==> src/core/rxst_pkg.sv <==
// Shared constants and carrier types for the receive self-test status block
package rxst_pkg;

  // ******************************
  // Timing
  // ******************************
  // Least error pulse, in recovered clock cycles
  localparam int unsigned ERR_MIN_CYC = 3;
  localparam logic [1:0] ERR_CNT_INIT = 2'(ERR_MIN_CYC - 1);

  // ******************************
  // Modes and carriers
  // ******************************
  // Mode select encoding: 0 = incrementing pattern, 1 = pseudo-random
  localparam logic MODE_INCR = 1'b0;
  localparam logic MODE_PRBS = 1'b1;

  // One cycle's report from the pattern checker
  typedef struct packed {
    logic cycle_done;
    logic err_seen;
  } rxst_event_s;

  // Status flags handed to the fabric
  typedef struct packed {
    logic done;
    logic err;
  } rxst_flags_s;

endpackage : rxst_pkg

==> src/core/rxst_status.sv <==
// Receive self-test verifier status flags and calibration block power gate
`timescale 1ns/100ps

// How it works
// - Incrementing mode: done on cycle or error, sticky
// - Pseudo-random mode: done only on full cycle
// - Incrementing mode: error flag sticky until reset
// - Pseudo-random mode: error pulse at least three cycles
// - Pseudo-random mode: clean sequence clears error flag
// - Calibration clock in, held idle while powered down
// - Receiver digital reset clears everything, one cycle
module rxst_status (
  // Clock and receiver digital reset
  input wire logic SYS_CLK,
  input wire logic RESET_N,
  // Verifier configuration and checker events
  input wire logic TEST_MODE,
  input wire rxst_pkg::rxst_event_s CHK_EVENT,
  // Calibration block clock and power down
  input wire logic CAL_CLK,
  input wire logic CAL_POWERDOWN,
  // Status to fabric
  output logic TEST_DONE,
  output logic TEST_ERR,
  output logic CAL_ACTIVE
);

  // ******************************
  // Pin synchronisers
  // ******************************
  // Three stages; a change counts once the last two agree
  logic [2:0] pd_sync_reg, pd_sync_next;
  logic [2:0] cck_sync_reg, cck_sync_next;
  logic pd_reg, pd_next;
  logic cck_reg, cck_next;

  always_comb begin
    pd_sync_next = {pd_sync_reg[1:0], CAL_POWERDOWN};
    cck_sync_next = {cck_sync_reg[1:0], CAL_CLK};
    pd_next = (pd_sync_reg[2] == pd_sync_reg[1]) ? pd_sync_reg[2] : pd_reg;
    cck_next = (cck_sync_reg[2] == cck_sync_reg[1]) ? cck_sync_reg[2] : cck_reg;
  end

  always_ff @(posedge SYS_CLK) begin
    if (!RESET_N) begin
      pd_sync_reg <= 3'h7;
      cck_sync_reg <= 3'h0;
      pd_reg <= 1'b1;
      cck_reg <= 1'b0;
    end else begin
      pd_sync_reg <= pd_sync_next;
      cck_sync_reg <= cck_sync_next;
      pd_reg <= pd_next;
      cck_reg <= cck_next;
    end
  end

  // ******************************
  // Calibration block
  // ******************************
  // Goes active on a clock toggle while powered up and stays active until power down;
  // a clock that never toggles leaves the block idle unless it sits high as reset ends while powered up, but one that stops later does not
  logic cck_prev_reg, cck_prev_next;
  logic cal_active_reg, cal_active_next;

  always_comb begin
    cck_prev_next = cck_reg;
    cal_active_next = cal_active_reg;
    if (pd_reg) begin
      cal_active_next = 1'b0;
    end else if (cck_reg != cck_prev_reg) begin
      cal_active_next = 1'b1;
    end
  end

  always_ff @(posedge SYS_CLK) begin
    if (!RESET_N) begin
      cck_prev_reg <= 1'b0;
      cal_active_reg <= 1'b0;
    end else begin
      cck_prev_reg <= cck_prev_next;
      cal_active_reg <= cal_active_next;
    end
  end

  // ******************************
  // Verifier status
  // ******************************
  typedef enum logic [1:0] {RXST_IDLE, RXST_PULSE, RXST_HOLD} rxst_err_e;

  rxst_err_e err_st_reg, err_st_next;
  rxst_pkg::rxst_flags_s flags_reg, flags_next;
  logic [1:0] err_cnt_reg, err_cnt_next;
  logic prbs;

  always_comb begin
    prbs = (TEST_MODE == rxst_pkg::MODE_PRBS);
    flags_next = flags_reg;
    err_st_next = err_st_reg;
    err_cnt_next = err_cnt_reg;
    if (!prbs) begin
      if (CHK_EVENT.cycle_done || CHK_EVENT.err_seen) begin
        flags_next.done = 1'b1;
      end
      if (CHK_EVENT.err_seen) begin
        flags_next.err = 1'b1;
      end
    end else begin
      if (CHK_EVENT.cycle_done) begin
        flags_next.done = 1'b1;
      end
      case (err_st_reg)
        RXST_IDLE: begin
          if (CHK_EVENT.err_seen) begin
            flags_next.err = 1'b1;
            err_cnt_next = rxst_pkg::ERR_CNT_INIT;
            err_st_next = RXST_PULSE;
          end
        end
        RXST_PULSE: begin
          // Fresh errors restart the minimum width
          if (CHK_EVENT.err_seen) begin
            err_cnt_next = rxst_pkg::ERR_CNT_INIT;
          end else if (err_cnt_reg != 2'h0) begin
            err_cnt_next = err_cnt_reg - 2'h1;
          end else begin
            err_st_next = RXST_HOLD;
          end
        end
        RXST_HOLD: begin
          // Clean sequence end drops the flag; an error restarts the pulse
          if (CHK_EVENT.err_seen) begin
            err_cnt_next = rxst_pkg::ERR_CNT_INIT;
            err_st_next = RXST_PULSE;
          end else if (CHK_EVENT.cycle_done) begin
            flags_next.err = 1'b0;
            err_st_next = RXST_IDLE;
          end
        end
        default: begin
          err_st_next = RXST_IDLE;
        end
      endcase
    end
  end

  always_ff @(posedge SYS_CLK) begin
    if (!RESET_N) begin
      flags_reg <= '0;
      err_st_reg <= RXST_IDLE;
      err_cnt_reg <= 2'h0;
    end else begin
      flags_reg <= flags_next;
      err_st_reg <= err_st_next;
      err_cnt_reg <= err_cnt_next;
    end
  end

  // Flags are level outputs; the fabric side must synchronise them
  assign TEST_DONE = flags_reg.done;
  assign TEST_ERR = flags_reg.err;
  assign CAL_ACTIVE = cal_active_reg;
endmodule : rxst_status

==> config.mk <==
export PLATFORM = sky130hd
export DESIGN_NAME = rxst_status
export DESIGN_NICKNAME = d
export VERILOG_FILES = /design/src/core/rxst_pkg.sv /design/src/core/rxst_status.sv
export SDC_FILE = /design/constraint.sdc
export NUM_CORES = 1
export LEC_CHECK = 0
export ABC_AREA = 1
export BUFFER_PORTS_ARGS = -buffer_cell sky130_fd_sc_hd__buf_2
export CAP_MARGIN = 20
export CORE_MARGIN = 8
export CORE_UTILIZATION = 29
export CTS_CLUSTER_DIAMETER = 200
export DETAILED_ROUTE_END_ITERATION = 10
export PLACE_DENSITY = 0.49
export SLEW_MARGIN = 20
export SYNTH_ARGS = -nofsm -noshare
export SYNTH_HDL_FRONTEND = slang
export SYNTH_SLANG_ARGS = --single-unit
==> constraint.sdc <==
create_clock -name SYS_CLK -period 1.5 [get_ports SYS_CLK]
set_input_delay 0.225 -clock SYS_CLK [delete_from_list [all_inputs] [get_ports SYS_CLK]]
set_output_delay 0.225 -clock SYS_CLK [all_outputs]
set_load 0.05 [all_outputs]
==> impl_metrics.csv <==
group,metric,value,unit
outcome,run_status,"complete, no violations",
global_route,track_usage,0.0581,
floorplan,dieWidth,63.4,µm
detailed_routing,drt_pass1_iterations,4,
yosys,synth_top_family_by_area,"simple AND/OR/NAND/NOR gates",
sta,fmax,909,MHz
worst_setup_path,crit_chain,"buf_2",
worst_setup_path,crit_fanout,2,
placement,io_buffers,9,
sta,finalSetupTns,0,ns
yosys,synth.largest_area_cell,"dfxtp_1",
yosys,synthCells,80,
placement,dpl_cell_area,721,µm²
global_route,grt-ovfl-total,0,
pwr,cellPowerDensity,1100,mW/mm²
pwr,intPower,0.629,mW
sta,maxSlewHeadroom,0.833,
floorplan,die_h,63.4,µm
worst_setup_path,slowest_stage,"dfxtp_1",
sta,rsz0062_at_grt,"false",
worst_setup_path,required,1.27,ns
detailed_routing,drc,0,
worst_setup_path,worstSetupPathType,"reg -> out",
sta,final_max_slew_viol_count,0,
layout,antenna_cells,0,
yosys,synthXorXnorAreaFrac,0.0134,
pwr,power_frac_clock,0.330,
sta,min_period_over_period,0.734,
placement,routabilityCongestion,0.700,
pwr,swShare,0.246,
global_route,grtUsageMet3,0.0336,
layout,final_area,757,µm²
global_route,gr-max-usage-layer,"met2",
sta,finalHoldViolCount,0,
worst_setup_path,rrSetupSlack,0.45,ns
clocking,cts_setup_buffers,0,
global_route,grt_start_max_net_pins,10,
floorplan,initial_core_util,0.300,
detailed_routing,drt-vias-per-instance,4.18,
floorplan,core-area,0.00217,mm²
placement,hpwl,857,µm
hold_path,whs_endpoint,"cck_sync_reg[0]",
worst_setup_path,r2r-end,"err_st_reg[0]",
worst_setup_path,cp.arrival,0.88,ns
clocking,cts_tree,"yes",
detailed_routing,vias,501,
detailed_routing,antenna_left,0,
detailed_routing,drt_iter0_markers,15,
floorplan,dieArea,0.00402,mm²
floorplan,num_rows,17,
yosys,synth.avg_cell_area,8.15,µm²
yosys,syn_area,652,µm²
clocking,cts_hold_buf,0,
pwr,power_frac_comb,0.126,
layout,drive_gt1_frac,0.272,
worst_setup_path,critPathLaunchType,"flip-flop",
worst_setup_path,critical_path_buf_inv_count,1,
floorplan,pin_count,10,
pwr,sequentialPowerShare,0.543,
worst_setup_path,reg2reg_from,"err_cnt_reg[0]",
pwr,peakVddDrop,653,µV
clocking,cts_max_path_buffers,2,
yosys,synth_top_area_share,0.491,
yosys,ys_ff_latch,16,
flow_run,cap_viol_max_count,0,
yosys,yosysWarnings,0,
worst_setup_path,reg2regPathDepth,6,
yosys,synthTopCellsByArea,"dfxtp_1 (49%), nand2_1 (8.1%), inv_1 (6.3%), nor2_1 (5.2%), a21oi_1 (3.8%)",
hold_path,min_from,"CAL_CLK",
layout,area_growth,16.1,%
yosys,synth_fa_ha_area_frac,0.0192,
clocking,clk_pin_slew,0.09,ns
sta,setup_slack,0.400,ns
placement,place_ws,0.455,ns
clocking,h-tree-depth,1,
worst_setup_path,cpLargestDelayFamily,"flip-flops",
pwr,p_leak,0.397,nW
detailed_routing,routed_wl,1070,µm
sta,period_minus_slack,1.10,ns
clocking,cts_inserted_buffers,3,
clocking,cts_root_buf,"clkbuf_4",
yosys,synth-simple-area-share,0.298,
sta,worst_slew_pin_slew,0.252,ns
yosys,synth-compound-area-share,0.0864,
layout,layout.nets,101,
hold_path,hold_depth,3,
worst_setup_path,critPathMaxStageDelay,0.34,ns
clocking,cts_sinks,16,
hold_path,holdCritPathClass,"in -> reg",
global_route,grt_antenna_before_repair,0,
clocking,post_cts_resized,0,
yosys,ys_seq_area_frac,0.491,
detailed_routing,wl_per_cell,8.89,µm
yosys,synth_mux_area_frac,0,
pwr,switchingPower,0.205,mW
clocking,clk_latency,0.28,ns
yosys,yosysUniqueCellTypes,20,
global_route,grt_pass1_wl,1920,µm
sta,clock_skew,0.00161,ns
sta,setup-violations-final,0,
global_route,use_met1,0.0691,
global_route,grt_pass1_vias,458,
global_route,met2_usage,0.0862,
worst_setup_path,crit_path_end_kind,"output pin",
yosys,synth.net_count,88,
-- cell usage after synthesis, drive strengths merged --
library cell / number
nand2: 18
dfxtp: 16
inv: 13
nor2: 9
a21oi: 6
nand3: 3
nor3: 3
o21ai: 3
or2: 3
and3: 1
buf: 1
ha: 1
nand4: 1
o21bai: 1
xor2: 1
-- power groups by stage --
stage / clock network [mW] / logic [mW] / registers (mW)
after floorplan: 0 / 0.0669 / 0.478
after global placement: 0 / 0.107 / 0.463
after detailed placement: 0 / 0.108 / 0.463
after CTS: 0.292 / 0.108 / 0.453
after global routing: 0.316 / 0.119 / 0.456
final: 0.275 / 0.105 / 0.453
-- routing by layer --
layer | part of all wire | vias up
met5 | 0 | -
met2 | 0.45 | 9
met1 | 0.50 | 216
met4 | 0.0094 | 0
met3 | 0.045 | 2
li1 | - | 274
-- through the flow --
step,util,hold WS (ns),power [mW],instances
floorplan,-,0.323,0.545,80
global placement,0.332,0.395,0.570,116
detailed placement,0.332,0.398,0.571,116
CTS,0.349,0.111,0.854,120
global route,0.349,0.111,0.891,120
finish,0.349,0.122,0.833,120
-- how the worst max path moves through the flow --
stage | startpoint | end | slack, ns | cells past startpoint
3_5_place_dp | err_cnt_reg[0] | err_st_reg[0] | 0.46 | 6
6_report | TEST_ERR | TEST_ERR | 0.40 | 1
3_3_place_gp | err_cnt_reg[0] | err_st_reg[0] | 0.48 | 6
2_1_floorplan | err_cnt_reg[0] | err_st_reg[0] | 0.51 | 6
5_1_grt | TEST_ERR | TEST_ERR | 0.34 | 1
4_1_cts | TEST_ERR | TEST_ERR | 0.37 | 1
-- cell type report --
type	count	area [µm²]
clock buffers	4	36.3
fillers	258	1410
inverters	13	48.8
multi-input cells	50	272
flip-flops and latches	16	320
well taps	28	35.0
repair buffers	9	45.0
-- cells by family after synthesis --
logic type / after synthesis
adder cells (fa/ha/maj): 1
AO/OA/AOI/OAI: 10
AND/OR/NAND/NOR: 38
XOR/XNOR: 1
flip-flops: 16
buffers and inverters: 14
-- placed cells by master (no fill, tap or decap), drive strengths merged --
| cell type | Yosys | layout |
|---|---|---|
| dfxtp | 16 | 16 |
| nand3 | 3 | 3 |
| or2 | 3 | 3 |
| nand4 | 1 | 1 |
| nand2 | 18 | 18 |
| nor2 | 9 | 9 |
| clkbuf | 0 | 4 |
| ha | 1 | 1 |
| buf | 1 | 9 |
| a21oi | 6 | 6 |
| o21ai | 3 | 3 |
| o21bai | 1 | 1 |
| inv | 13 | 13 |
| xor2 | 1 | 1 |
| nor3 | 3 | 3 |
| and3 | 1 | 1 |
Note: power is estimated with default switching activity, not from simulation.
